===== src/hdl/tlic_pkg.sv =====
// shared constants and types of the two-level interrupt controller
`default_nettype none
package tlic_pkg;
   localparam int NSRC  = 12;
   localparam int SRC_W = 4;
   localparam logic [SRC_W-1:0] SRC_PD = 4'hc;

   // dispatch addresses, indexed by source number (12 = power-down wake-up)
   localparam logic [15:0] VEC [0:NSRC] = '{
      16'h0003, 16'h000b, 16'h0013, 16'h001b, 16'h0023, 16'h002b, 16'h0043,
      16'h004b, 16'h0053, 16'h005b, 16'h0063, 16'h006b, 16'h007b};

   // polling order inside one level, first entry wins
   localparam logic [SRC_W-1:0] POLL [0:NSRC-1] = '{
      4'h0, 4'h6, 4'h1, 4'h7, 4'h2, 4'h8, 4'h3, 4'h9, 4'h4, 4'ha, 4'h5, 4'hb};

   localparam int ADDR_W = 8;
   localparam logic [ADDR_W-1:0] OFF_ENABLE = 8'h00;
   localparam logic [ADDR_W-1:0] OFF_LEVEL  = 8'h04;
   localparam logic [ADDR_W-1:0] OFF_MODE   = 8'h08;
   localparam logic [ADDR_W-1:0] OFF_STATUS = 8'h0c;
   localparam logic [ADDR_W-1:0] OFF_VECTOR = 8'h10;

   localparam int EN_GLOBAL_BIT  = 12;
   localparam int MODE_IDLE_BIT  = 0;
   localparam int MODE_PD_BIT    = 1;
   localparam int MODE_WAKE_BIT  = 2;
   localparam int ST_PD_BIT      = 12;
   localparam int ST_ACT_LO_BIT  = 16;
   localparam int ST_ACT_HI_BIT  = 17;

   localparam logic [NSRC-1:0] ENABLE_RST = 12'h000;
   localparam logic            GLOBAL_RST = 1'b0;
   localparam logic [NSRC-1:0] LEVEL_RST  = 12'h000;

   localparam int CLK_PERIOD_NS = 4;
   localparam int STAB_TIME_MS  = 1;
   localparam int STAB_CYCLES   = STAB_TIME_MS * 1000000 / CLK_PERIOD_NS;

   typedef enum logic [4:0] {
      M_RUN  = 5'b00001,
      M_IDLE = 5'b00010,
      M_PD   = 5'b00100,
      M_OSC  = 5'b01000,
      M_STAB = 5'b10000
   } tlic_mode_e;

   typedef enum logic [1:0] {
      D_WAIT = 2'b01,
      D_REQ  = 2'b10
   } tlic_disp_e;
endpackage
`default_nettype wire


===== src/hdl/tlic_arbiter.sv =====
// fixed polling-order pick among the requests of one level
`default_nettype none
module tlic_arbiter #(
   parameter int N = tlic_pkg::NSRC
) (
   input  wire logic [N-1:0]               mask_i,
   output logic                            valid_o,
   output logic [tlic_pkg::SRC_W-1:0]      idx_o
);
   if (N != tlic_pkg::NSRC) begin : g_chk
      $error("arbiter width must match the polling table");
   end

   // walk the table backwards so the earliest entry is the last to write and wins
   always_comb begin
      valid_o = 1'b0;
      idx_o   = '0;
      for (int i = N - 1; i >= 0; i--) begin
         if (mask_i[tlic_pkg::POLL[i]]) begin
            valid_o = 1'b1;
            idx_o   = tlic_pkg::POLL[i];
         end
      end
   end
endmodule // tlic_arbiter
`default_nettype wire


===== src/hdl/tlic_sync.sv =====
// two-flop synchroniser for a level from outside the clock domain
`default_nettype none
module tlic_sync #(
   parameter logic RESET_VAL = 1'b1
) (
   input  wire logic sys_clk_i,
   input  wire logic reset_n_i,
   input  wire logic async_i,
   output logic      sync_o
);
   logic meta_reg;

   always_ff @(posedge sys_clk_i or negedge reset_n_i) begin
      if (!reset_n_i) begin
         meta_reg <= RESET_VAL;
         sync_o   <= RESET_VAL;
      end else begin
         meta_reg <= async_i;
         sync_o   <= meta_reg;
      end
   end
endmodule // tlic_sync
`default_nettype wire


===== src/hdl/tlic_top.sv =====
// two-level interrupt controller with apb registers and power-mode sequencing
// Functional notes
// - twelve sources, each set to high or low level.
// - high request preempts an active low routine; low requests wait.
// - an active high routine is never preempted.
// - simultaneous requests of both levels: high level is granted.
// - within a level a fixed polling order picks the winner.
// - order ext0, converter, timer0, ext2, ext1, emergency, timer1, ct2, serial, match...
// - each source has a fixed dispatch address, power-down wake at 007b.
// - serial, timer2, emergency, match, compare timer 1 are ORs of flags.
// - pin-0 low wake from power-down dispatches the wake-up vector.
// - in idle the controller runs; an enabled request ends idle.
// - after pin wake wait for oscillator, then about 1 ms.
// - ending a power mode by interrupt keeps all state.
//
// The placing of the registers and the APB interface to the registers were chosen for this implementation.
`default_nettype none
module tlic_top #(
   parameter int STAB_CYCLES = tlic_pkg::STAB_CYCLES
) (
   input  wire logic                        sys_clk_i,
   input  wire logic                        reset_n_i,
   input  wire logic [tlic_pkg::ADDR_W-1:0] paddr_i,
   input  wire logic                        psel_i,
   input  wire logic                        penable_i,
   input  wire logic                        pwrite_i,
   input  wire logic [31:0]                 pwdata_i,
   output logic [31:0]                      prdata_o,
   output logic                             pready_o,
   output logic                             pslverr_o,
   input  wire logic                        ext0_request_flag_i,
   input  wire logic                        timer0_overflow_flag_i,
   input  wire logic                        ext1_request_flag_i,
   input  wire logic                        timer1_overflow_flag_i,
   input  wire logic                        serial_receive_done_flag_i,
   input  wire logic                        serial_transmit_done_flag_i,
   input  wire logic                        timer2_overflow_flag_i,
   input  wire logic                        timer2_external_trigger_flag_i,
   input  wire logic                        converter_done_flag_i,
   input  wire logic                        ext2_request_flag_i,
   input  wire logic                        trap_event_flag_i,
   input  wire logic                        block_commutation_error_flag_i,
   input  wire logic                        compare_timer2_period_flag_i,
   input  wire logic [5:0]                  channel_match_flags_i,
   input  wire logic                        compare_timer1_period_flag_i,
   input  wire logic                        compare_timer1_compare_flag_i,
   input  wire logic                        external_request_pin_0_i,
   input  wire logic                        osc_above_rc_i,
   output logic                             irq_req_o,
   output logic [15:0]                      irq_vector_o,
   output logic                             irq_level_o,
   input  wire logic                        irq_ack_i,
   input  wire logic                        irq_return_i,
   output logic [tlic_pkg::NSRC:0]          served_src_o,
   output logic                             core_run_o
);
   localparam int N      = tlic_pkg::NSRC;
   localparam int STAB_W = $clog2(STAB_CYCLES + 1);

   if (STAB_CYCLES < 1) begin : g_chk
      $error("stabilisation count must be at least one cycle");
   end

   tlic_pkg::tlic_mode_e mode_reg;
   tlic_pkg::tlic_disp_e disp_reg;
   logic [N-1:0]         enable_reg;
   logic                 global_reg;
   logic [N-1:0]         level_reg;
   logic                 act_hi_reg;
   logic                 act_lo_reg;
   logic                 pd_pend_reg;
   logic [tlic_pkg::SRC_W-1:0] src_reg;
   logic [STAB_W-1:0]    stab_cnt_reg;
   logic [31:0]          rdata_reg;
   logic                 err_reg;
   logic [N-1:0]         raw;
   logic [N-1:0]         elig;
   logic                 hi_v;
   logic                 lo_v;
   logic [tlic_pkg::SRC_W-1:0] hi_idx;
   logic [tlic_pkg::SRC_W-1:0] lo_idx;
   logic                 use_hi;
   logic                 use_lo;
   logic                 grant;
   logic                 take;
   logic [tlic_pkg::SRC_W-1:0] cand_src;
   logic                 pin0_s;
   logic                 osc_ok_s;
   logic                 wr_en;
   logic                 setup;

   function automatic logic is_mapped(input logic [tlic_pkg::ADDR_W-1:0] a);
      return a == tlic_pkg::OFF_ENABLE || a == tlic_pkg::OFF_LEVEL ||
             a == tlic_pkg::OFF_MODE || a == tlic_pkg::OFF_STATUS ||
             a == tlic_pkg::OFF_VECTOR;
   endfunction

   // pins from outside the clock domain
   tlic_sync #(.RESET_VAL(1'b1)) u_pin0_sync (
      .sys_clk_i (sys_clk_i),
      .reset_n_i (reset_n_i),
      .async_i   (external_request_pin_0_i),
      .sync_o    (pin0_s)
   );

   tlic_sync #(.RESET_VAL(1'b0)) u_osc_sync (
      .sys_clk_i (sys_clk_i),
      .reset_n_i (reset_n_i),
      .async_i   (osc_above_rc_i),
      .sync_o    (osc_ok_s)
   );

   always_comb begin
      raw     = '0;
      raw[0]  = ext0_request_flag_i;
      raw[1]  = timer0_overflow_flag_i;
      raw[2]  = ext1_request_flag_i;
      raw[3]  = timer1_overflow_flag_i;
      raw[4]  = serial_receive_done_flag_i | serial_transmit_done_flag_i;
      raw[5]  = timer2_overflow_flag_i | timer2_external_trigger_flag_i;
      raw[6]  = converter_done_flag_i;
      raw[7]  = ext2_request_flag_i;
      raw[8]  = trap_event_flag_i | block_commutation_error_flag_i;
      raw[9]  = compare_timer2_period_flag_i;
      raw[10] = |channel_match_flags_i;
      raw[11] = compare_timer1_period_flag_i | compare_timer1_compare_flag_i;
   end

   assign elig = raw & enable_reg & {N{global_reg}};

   tlic_arbiter #(.N(N)) u_arb_hi (
      .mask_i  (elig & level_reg),
      .valid_o (hi_v),
      .idx_o   (hi_idx)
   );

   tlic_arbiter #(.N(N)) u_arb_lo (
      .mask_i  (elig & ~level_reg),
      .valid_o (lo_v),
      .idx_o   (lo_idx)
   );

   // the wake-up request is polled ahead of all high-level sources
   // nothing passes high
   always_comb begin
      use_hi   = !act_hi_reg && (pd_pend_reg || hi_v);
      use_lo   = !use_hi && !act_hi_reg && !act_lo_reg && lo_v;
      cand_src = pd_pend_reg ? tlic_pkg::SRC_PD : (use_hi ? hi_idx : lo_idx);
   end

   assign grant = disp_reg == tlic_pkg::D_WAIT && mode_reg == tlic_pkg::M_RUN &&
                  (use_hi || use_lo);
   assign take  = disp_reg == tlic_pkg::D_REQ && irq_ack_i;

   // dispatch handshake; a request stands until the core takes it
   always_ff @(posedge sys_clk_i or negedge reset_n_i) begin
      if (!reset_n_i) begin
         disp_reg     <= tlic_pkg::D_WAIT;
         src_reg      <= '0;
         irq_vector_o <= '0;
         irq_level_o  <= 1'b0;
      end else begin
         unique case (disp_reg)
            tlic_pkg::D_WAIT: begin
               if (grant) begin
                  disp_reg     <= tlic_pkg::D_REQ;
                  src_reg      <= cand_src;
                  irq_vector_o <= tlic_pkg::VEC[cand_src];
                  irq_level_o  <= use_hi;
               end
            end
            tlic_pkg::D_REQ: begin
               if (irq_ack_i) begin
                  disp_reg <= tlic_pkg::D_WAIT;
               end
            end
         endcase
      end
   end

   assign irq_req_o = disp_reg == tlic_pkg::D_REQ;

   always_ff @(posedge sys_clk_i or negedge reset_n_i) begin
      if (!reset_n_i) begin
         served_src_o <= '0;
      end else begin
         served_src_o <= '0;
         if (take) begin
            served_src_o[src_reg] <= 1'b1;
         end
      end
   end

   // level record
   // a return closes the newest routine; a same-cycle take still sets its level
   always_ff @(posedge sys_clk_i or negedge reset_n_i) begin
      if (!reset_n_i) begin
         act_hi_reg <= 1'b0;
         act_lo_reg <= 1'b0;
      end else begin
         if (irq_return_i && act_hi_reg) begin
            act_hi_reg <= 1'b0;
         end else if (irq_return_i) begin
            act_lo_reg <= 1'b0;
         end
         if (take && irq_level_o) begin
            act_hi_reg <= 1'b1;
         end
         if (take && !irq_level_o) begin
            act_lo_reg <= 1'b1;
         end
      end
   end

   // wake-up request
   // set at the end of stabilisation wins over a clear
   always_ff @(posedge sys_clk_i or negedge reset_n_i) begin
      if (!reset_n_i) begin
         pd_pend_reg <= 1'b0;
      end else if (mode_reg == tlic_pkg::M_STAB && stab_cnt_reg == '0) begin
         pd_pend_reg <= 1'b1;
      end else if (take && src_reg == tlic_pkg::SRC_PD) begin
         pd_pend_reg <= 1'b0;
      end
   end

   // state kept on wake
   // power modes only gate the core; nothing else is reset on the way out
   always_ff @(posedge sys_clk_i or negedge reset_n_i) begin
      if (!reset_n_i) begin
         mode_reg     <= tlic_pkg::M_RUN;
         stab_cnt_reg <= '0;
      end else begin
         unique case (mode_reg)
            tlic_pkg::M_RUN: begin
               if (wr_en && paddr_i == tlic_pkg::OFF_MODE) begin
                  if (pwdata_i[tlic_pkg::MODE_PD_BIT]) begin
                     mode_reg <= tlic_pkg::M_PD;
                  end else if (pwdata_i[tlic_pkg::MODE_IDLE_BIT]) begin
                     mode_reg <= tlic_pkg::M_IDLE;
                  end
               end
            end
            tlic_pkg::M_IDLE: begin
               if (hi_v || lo_v || pd_pend_reg) begin
                  mode_reg <= tlic_pkg::M_RUN;
               end
            end
            tlic_pkg::M_PD: begin
               if (!pin0_s) begin
                  mode_reg <= tlic_pkg::M_OSC;
               end
            end
            tlic_pkg::M_OSC: begin
               if (osc_ok_s) begin
                  mode_reg     <= tlic_pkg::M_STAB;
                  stab_cnt_reg <= STAB_W'(STAB_CYCLES - 1);
               end
            end
            tlic_pkg::M_STAB: begin
               if (stab_cnt_reg == '0) begin
                  mode_reg <= tlic_pkg::M_RUN;
               end else begin
                  stab_cnt_reg <= stab_cnt_reg - 1'b1;
               end
            end
            default: begin
               mode_reg <= tlic_pkg::M_RUN;
            end
         endcase
      end
   end

   assign core_run_o = mode_reg == tlic_pkg::M_RUN;

   // apb slave: data and error are prepared in setup, so access has no wait
   assign setup     = psel_i && !penable_i;
   assign wr_en     = psel_i && penable_i && pwrite_i && !err_reg;
   assign pready_o  = 1'b1;
   assign prdata_o  = rdata_reg;
   assign pslverr_o = psel_i && penable_i && err_reg;

   always_ff @(posedge sys_clk_i or negedge reset_n_i) begin
      if (!reset_n_i) begin
         rdata_reg <= '0;
         err_reg   <= 1'b0;
      end else if (setup) begin
         err_reg   <= !is_mapped(paddr_i);
         rdata_reg <= '0;
         unique case (paddr_i)
            tlic_pkg::OFF_ENABLE: begin
               rdata_reg[N-1:0]                    <= enable_reg;
               rdata_reg[tlic_pkg::EN_GLOBAL_BIT]  <= global_reg;
            end
            tlic_pkg::OFF_LEVEL: begin
               rdata_reg[N-1:0] <= level_reg;
            end
            tlic_pkg::OFF_MODE: begin
               rdata_reg[tlic_pkg::MODE_IDLE_BIT] <= mode_reg == tlic_pkg::M_IDLE;
               rdata_reg[tlic_pkg::MODE_PD_BIT]   <= mode_reg == tlic_pkg::M_PD;
               rdata_reg[tlic_pkg::MODE_WAKE_BIT] <= mode_reg == tlic_pkg::M_OSC ||
                                                     mode_reg == tlic_pkg::M_STAB;
            end
            tlic_pkg::OFF_STATUS: begin
               rdata_reg[N-1:0]                    <= raw;
               rdata_reg[tlic_pkg::ST_PD_BIT]      <= pd_pend_reg;
               rdata_reg[tlic_pkg::ST_ACT_LO_BIT]  <= act_lo_reg;
               rdata_reg[tlic_pkg::ST_ACT_HI_BIT]  <= act_hi_reg;
            end
            tlic_pkg::OFF_VECTOR: begin
               rdata_reg[15:0] <= irq_vector_o;
            end
            default: begin
               rdata_reg <= '0;
            end
         endcase
      end
   end

   always_ff @(posedge sys_clk_i or negedge reset_n_i) begin
      if (!reset_n_i) begin
         enable_reg <= tlic_pkg::ENABLE_RST;
         global_reg <= tlic_pkg::GLOBAL_RST;
         level_reg  <= tlic_pkg::LEVEL_RST;
      end else if (wr_en && paddr_i == tlic_pkg::OFF_ENABLE) begin
         enable_reg <= pwdata_i[N-1:0];
         global_reg <= pwdata_i[tlic_pkg::EN_GLOBAL_BIT];
      end else if (wr_en && paddr_i == tlic_pkg::OFF_LEVEL) begin
         level_reg <= pwdata_i[N-1:0];
      end
   end
endmodule // tlic_top
`default_nettype wire


===== config.mk =====
export PLATFORM = sky130hd
export DESIGN_NAME = tlic_top
export DESIGN_NICKNAME = d
export VERILOG_FILES = /design/src/hdl/tlic_pkg.sv /design/src/hdl/tlic_arbiter.sv /design/src/hdl/tlic_sync.sv /design/src/hdl/tlic_top.sv
export SDC_FILE = /design/constraint.sdc
export NUM_CORES = 1
export LEC_CHECK = 0
export BUFFER_PORTS_ARGS = -buffer_cell sky130_fd_sc_hd__buf_2
export CORE_UTILIZATION = 30
export CTS_CLUSTER_SIZE = 25
export DETAILED_ROUTE_END_ITERATION = 10
export PLACE_DENSITY = 0.53
export SYNTH_ARGS = -nofsm -noshare
export SYNTH_HDL_FRONTEND = slang
export SYNTH_SLANG_ARGS = --single-unit

===== constraint.sdc =====
create_clock -name sys_clk_i -period 5.3 [get_ports sys_clk_i]
set_input_delay 0.795 -clock sys_clk_i [delete_from_list [all_inputs] [get_ports sys_clk_i]]
set_output_delay 0.795 -clock sys_clk_i [all_outputs]
set_load 0.02 [all_outputs]

## Word level (Yosys, flattened, before mapping)

Memories as Yosys holds them, arrays and structs flattened. A register that Yosys moved wholly into a read port is not among the register bits.
Cells that the tools add are included.
W data, S select, Z words.

- Reduce and logical (&&, ||, !) cells: 51
- Order comparisons: 2
- Add/sub/neg operators: 1
- Multiply operators: 0
- Muxes and demuxes: 79
- Bitwise operators: 11
- Div/mod/pow operators: 0
- Eq/ne operators: 22
- Shift operators: 0

Operators with widths:

| cell | count |
|---|---|
| $mux W4 | 26 |
| $and A12 B12 Y12 | 4 |
| $mux W18 | 2 |
| $pmux W18 S2 | 1 |
| $pmux W9 S4 | 1 |
| $mux W5 | 7 |
| $mux W1 | 32 |
| $pmux W5 S5 | 1 |
| $logic_and A1 B1 Y1 | 21 |
| $logic_not A18 Y1 | 1 |
| $sub A18 B1 Y18 const B | 1 |
| $eq A8 B4 Y1 const B | 2 |
| $pmux W3 S5 | 1 |
| $mux W13 | 1 |
| $not A12 Y12 | 1 |
| $ne A2 B2 Y1 const B | 5 |
| $logic_or A1 B1 Y1 | 9 |
| $eq A8 B3 Y1 const B | 1 |
| $eq A8 B5 Y1 const B | 1 |
| $logic_not A1 Y1 | 8 |
| $logic_not A8 Y1 | 1 |
| $ne A2 B1 Y1 const B | 4 |
| $reduce_and A2 Y1 | 4 |
| $reduce_bool A2 Y1 | 4 |
| other kinds (22) | 27 |

- Memory bits (writable): 0
- Output and inout port bits: 66
- ROM bits: 256
- Input bits: 70
- Latch bits: 0
- Logic and storage cells: 185
- Memories: 1
- Register bits after elaboration: 94

Memory list:

| memory | words | bits a word | read ports | clocked after memory_dff | write ports | line | text |
|---|---|---|---|---|---|---|---|
| (no name shown) | 16 | 16 | 1 | 1 | 0 | tlic_top.sv:168 | `irq_vector_o <= tlic_pkg::VEC[cand_src];` |

## Longest topological paths before layout

- Word-level depth: 26
- Gate-level depth with buffers: 11
- Gate-level depth less buffers: 9

## Hierarchy

From an unflattened synthesis, not the netlist that was laid out.

- Cells, all modules: 561
- Area, all modules: 5444.0 um^2

Modules (own cells, without submodules):

| module | sequential area each (um^2) | instances | cells an instance | area each (um^2) |
|---|---|---|---|---|
| tlic_top | 2304.7 | 1 | 501 | 4991.0 |
| tlic_arbiter | 0.0 | 2 | 28 | 175.2 |
| tlic_sync at u_pin0_sync | 52.6 | 1 | 2 | 52.6 |
| tlic_sync at u_osc_sync | 50.0 | 1 | 2 | 50.0 |

## Least setup slack after synthesis

No wires, ideal clock.

- Kind: input -> register
- Start: in paddr_i[0] (netlist bit)
- End: reg enable_reg[10]
- Buffers on the path: 3
- Setup time: 0.125 ns
- Slack: 2.407 ns
- Arrival time: 2.768 ns
- Stages on the path: 7
- Required time: 5.175 ns
- Cells stage by stage: or4_4 or4_1 buf_2 or3_1 buf_6 buf_12 mux2_4

- Longest elaborated chain between the ends: 2

RTL lines:

| what | line | text |
|---|---|---|
| start, declared | tlic_top.sv:23 | `input wire logic [tlic_pkg::ADDR_W-1:0] paddr_i,` |
| $logic_not A8 Y1 | tlic_top.sv:325 | `end else if (wr_en && paddr_i == tlic_pkg::OFF_ENABLE) begin` |
| $logic_and A1 B1 Y1 | tlic_top.sv:325 |  |
| end signal, assigned | tlic_top.sv:322 | `enable_reg <= tlic_pkg::ENABLE_RST;` |
| end signal, assigned | tlic_top.sv:326 | `enable_reg <= pwdata_i[N-1:0];` |
| end, declared | tlic_top.sv:66 | `logic [N-1:0] enable_reg;` |

No other way between the ends.
A chain may end at the register's enable or synchronous reset.

## Worst setup path in the final report

- Start: reg global_reg
- End: reg irq_vector_o[4]

- Longest elaborated chain between the ends: 23
- Elaborated cells on any way between the ends: 63
- Classes of those cells: mux: 50; bitwise: 4; reduce/logical: 9

RTL lines:

| what | line | text |
|---|---|---|
| start, declared | tlic_top.sv:67 | `logic global_reg;` |
| start signal, assigned | tlic_top.sv:323 | `global_reg <= tlic_pkg::GLOBAL_RST;` |
| start signal, assigned | tlic_top.sv:327 | `global_reg <= pwdata_i[tlic_pkg::EN_GLOBAL_BIT];` |
| $and A12 B12 Y12 (*) | tlic_top.sv:129 | `assign elig = raw & enable_reg & {N{global_reg}};` |
| $and A12 B12 Y12 | tlic_top.sv:132 | `.mask_i (elig & level_reg),` |
| $mux W1 (12 in series) | tlic_arbiter.sv:19 | `if (mask_i[tlic_pkg::POLL[i]]) begin` |
| $logic_or A1 B1 Y1 | tlic_top.sv:146 | `use_hi = !act_hi_reg && (pd_pend_reg \|\| hi_v);` |
| $logic_and A1 B1 Y1 | tlic_top.sv:146 |  |
| $logic_not A1 Y1 | tlic_top.sv:147 | `use_lo = !use_hi && !act_hi_reg && !act_lo_reg && lo_v;` |
| $logic_and A1 B1 Y1 (3 in series) | tlic_top.sv:147 |  |
| $logic_or A1 B1 Y1 | tlic_top.sv:152 | `(use_hi \|\| use_lo);` |
| $logic_and A1 B1 Y1 | tlic_top.sv:151 | `assign grant = disp_reg == tlic_pkg::D_WAIT && mode_reg == tlic_pkg::M_RUN &&` |
| $reduce_and A2 Y1 (no source line) | -- |  |
| end, declared | tlic_top.sv:50 | `output logic [15:0] irq_vector_o,` |

Every way passes the cells marked *; elsewhere a longest branch is shown, timed or not.

==> impl_metrics.csv <==
group,metric,value,unit
layout,area_growth,15.59,%
grt,grt_usage,0.1649,
die,core-area,16760,µm²
synthesis,ys_seq_area_frac,0.4636,
cts,cts.root.buffer_cell,"clkbuf_16",
cts,htreeDepth,3,
setup_path,required,5560,ps
cts,cts_buffers,9,
synthesis,synthArstFlopShare,1.000,
placed_design,postPlaceCellArea,5703,µm²
placed_design,gp_congestion,0.8028,
grt,antenna_found_initial,0,
layout,nNetsFinal,687,
layout,largest_reg_flops,18,
sta,finClkSkew,7.978,ps
detailed_routing,wl,13880,µm
setup_path,end_kind,"flip-flop",
setup_path,critPathKind,"flip-flop to flip-flop",
sta,post-route-period-util,0.6230,
detailed_routing,dr.pass1.iters,5,
setup_path,cp.arrival,3560,ps
detailed_routing,drt-initial-drc-count,205,
synthesis,synth_warnings,0,
cts,clk_path_buf_depth,2,
synthesis,syn_area,5192,µm²
layout,final_cell_mix,"92 x dfrtp_1, 87 x buf_2, 54 x nor2_1",
layout,drive_gt1_frac,0.2254,
setup_path,critPathLaunchType,"flip-flop",
grt,grt_max_degree,61,
power,power.density,362.4,nW/µm²
cts,worstSkewPairLatency,350,ps
placed_design,io_buffers,88,
synthesis,synth_seq_cells,96,
die,die_w,133.6,µm
placed_design,dp_hpwl,10380,µm
sta,finalSetupTns,0,ps
cts,ctsResizeCount,0,
layout,mostFrequentLayoutCell,"dfrtp_1",
grt,overflow,0,
sta,max_slew_margin,0.2181,
detailed_routing,num_vias,4291,
cts,cts_tree,"done",
sta,finalCriticalPeriod,3302,ps
cts,path_clk_slew,70,ps
detailed_routing,routedWlPerCell,16.50,µm
setup_path,cpMostUsedCell,"nand4_1",
cts,cts_sinks,96,
detailed_routing,vias_per_cell,5.102,
power,p_leak,2.885,nW
synthesis,avgSynthCellArea,9.724,µm²
setup_path,critical-path-top-delay-family,"simple AND/OR/NAND/NOR gates",
layout,diodes,0,
detailed_routing,antenna_left,0,
sta,max_freq,0.3029,GHz
sta,finalMaxSlewViolations,0,
setup_path,crit_slowest_cell,"o21ai_1",
setup_path,cp.buffers_inverters,0,
min_path,hp-class,"flip-flop to flip-flop",
sta,rsz0062_at_grt,"false",
setup_path,critPathMaxStageDelay,830,ps
sta,setup_violations,0,
die,rows,47,
grt,grt_pass1_vias,4092,
cts,post-cts-setup-buffers,0,
power,ir_drop,0.1542,mV
synthesis,syn_inst,534,
outcome,status,"complete, no violations",
sta,finalHoldViolCount,0,
setup_path,crit_chain,"nand4_1, nand4_1, or4_1, o21ai_1, nor2_1, a32oi_1",
grt,grt_pass1_wl,22570,µm
synthesis,synth_cell_type_count,66,
setup_path,cp_max_fo,28,
cts,postCtsHoldBufs,0,
die,initial_core_util,0.3098,
layout,final_area,6002,µm²
synthesis,synth_edf_count,0,
synthesis,synth_ff_type,"dfrtp_1",
die,die_y,133.6,µm
detailed_routing,drc,0,
job,maxCapViolations,0,
sta,worstMarginPinSlew,1163,ps
die,pin_count,136,
die,dieArea,17840,µm²
## where the power goes
| group | switching [mW] | total [mW] | internal (mW) |
|---|---|---|---|
| combinational | 0.334 | 0.548 | 0.214 |
| sequential | 0.108 | 0.959 | 0.851 |
| clock | 0.289 | 0.668 | 0.379 |
## kinds of logic (layout without fill, tap and decap cells)
| group | after synthesis | in the layout | synth area share |
|---|---|---|---|
| XOR/XNOR | 14 | 14 | 0.02361 |
| adder cells (fa/ha/maj) | 1 | 1 | 0.002409 |
| AND/OR/NAND/NOR | 214 | 214 | 0.2137 |
| other | 2 | 28 | 0.001446 |
| flip-flops | 96 | 96 | 0.4636 |
| AO/OA/AOI/OAI | 115 | 115 | 0.1434 |
| multiplexers | 36 | 36 | 0.08289 |
| buffers and inverters | 56 | 117 | 0.06892 |
## metrics by stage
step	total power, mW	instances	setup slack, ps	util	hold slack (ps)
2_1_floorplan	1.353	560	2407	-	331.2
3_3_place_gp	1.508	825	1848	0.3403	334.0
3_5_place_dp	1.526	825	1808	0.3403	347.0
4_1_cts	2.205	841	1997	0.3581	356.6
5_1_grt	2.310	841	1636	0.3581	361.8
6_report	2.175	841	1998	0.3581	357.3
## worst register-to-register path, stage by stage (launching register included)
cell,delay [ps]
dfrtp_1,720
nand4_1,420
nand4_1,180
or4_1,670
o21ai_1,830
nor2_1,150
a32oi_1,230
## final timing paths
check	depth (start not counted)	to	startpoint	slack, ps
hold / removal	0	u_pin0_sync.sync_o$_DFF_PN1_	u_pin0_sync.meta_reg$_DFF_PN1_	360
min in group asynchronous	1	prdata_o[7]$_DFFE_PN0P_	reset_n_i	520
setup / recovery	6	irq_vector_o[4]$_DFFE_PN0P_	global_reg$_DFFE_PN0P_	2000
setup reg to reg	6	irq_vector_o[4]$_DFFE_PN0P_	global_reg$_DFFE_PN0P_	2000
hold reg to reg	0	u_pin0_sync.sync_o$_DFF_PN1_	u_pin0_sync.meta_reg$_DFF_PN1_	360
max in group asynchronous	2	served_src_o[6]$_DFF_PN0_	reset_n_i	3780
## per-layer routing
| metal | wire length, µm | share of wire | GRT usage | vias up |
|---|---|---|---|---|
| met4 | 129 | 0.0093 | 0.04356 | 0 |
| met5 | 0 | 0 | 0 | - |
| li1 | - | - | - | 2047 |
| met3 | 862 | 0.062 | 0.04490 | 10 |
| met2 | 6246 | 0.45 | 0.2506 | 163 |
| met1 | 6640 | 0.48 | 0.2298 | 2071 |
## synthesized netlist by cell type, types with 10 or more instances
cell type  count  area, µm²
a21oi_1       20      100.1
buf_4         29      217.7
dfrtp_1       92       2302
inv_1         12      45.04
mux2_2        16      180.2
mux2_4        10      150.1
mux2i_1       10      100.1
nand2_1       53      198.9
nand3_1       14      70.07
nand4_1       11      68.82
nor2_1        54      202.7
nor3_1        15      75.07
o21ai_0       34      170.2
## layout make-up
cell class,instances,area (µm²)
Fill cell,1734,10760
Multi-Input combinational cell,408,2525
Sequential cell,96,2407
Timing Repair Buffer,89,450.4
Tap cell,220,275.3
Clock buffer,11,242.7
Clock inverter,5,56.30
Inverter,12,45.04
Note: power is estimated with default switching activity, not from simulation.
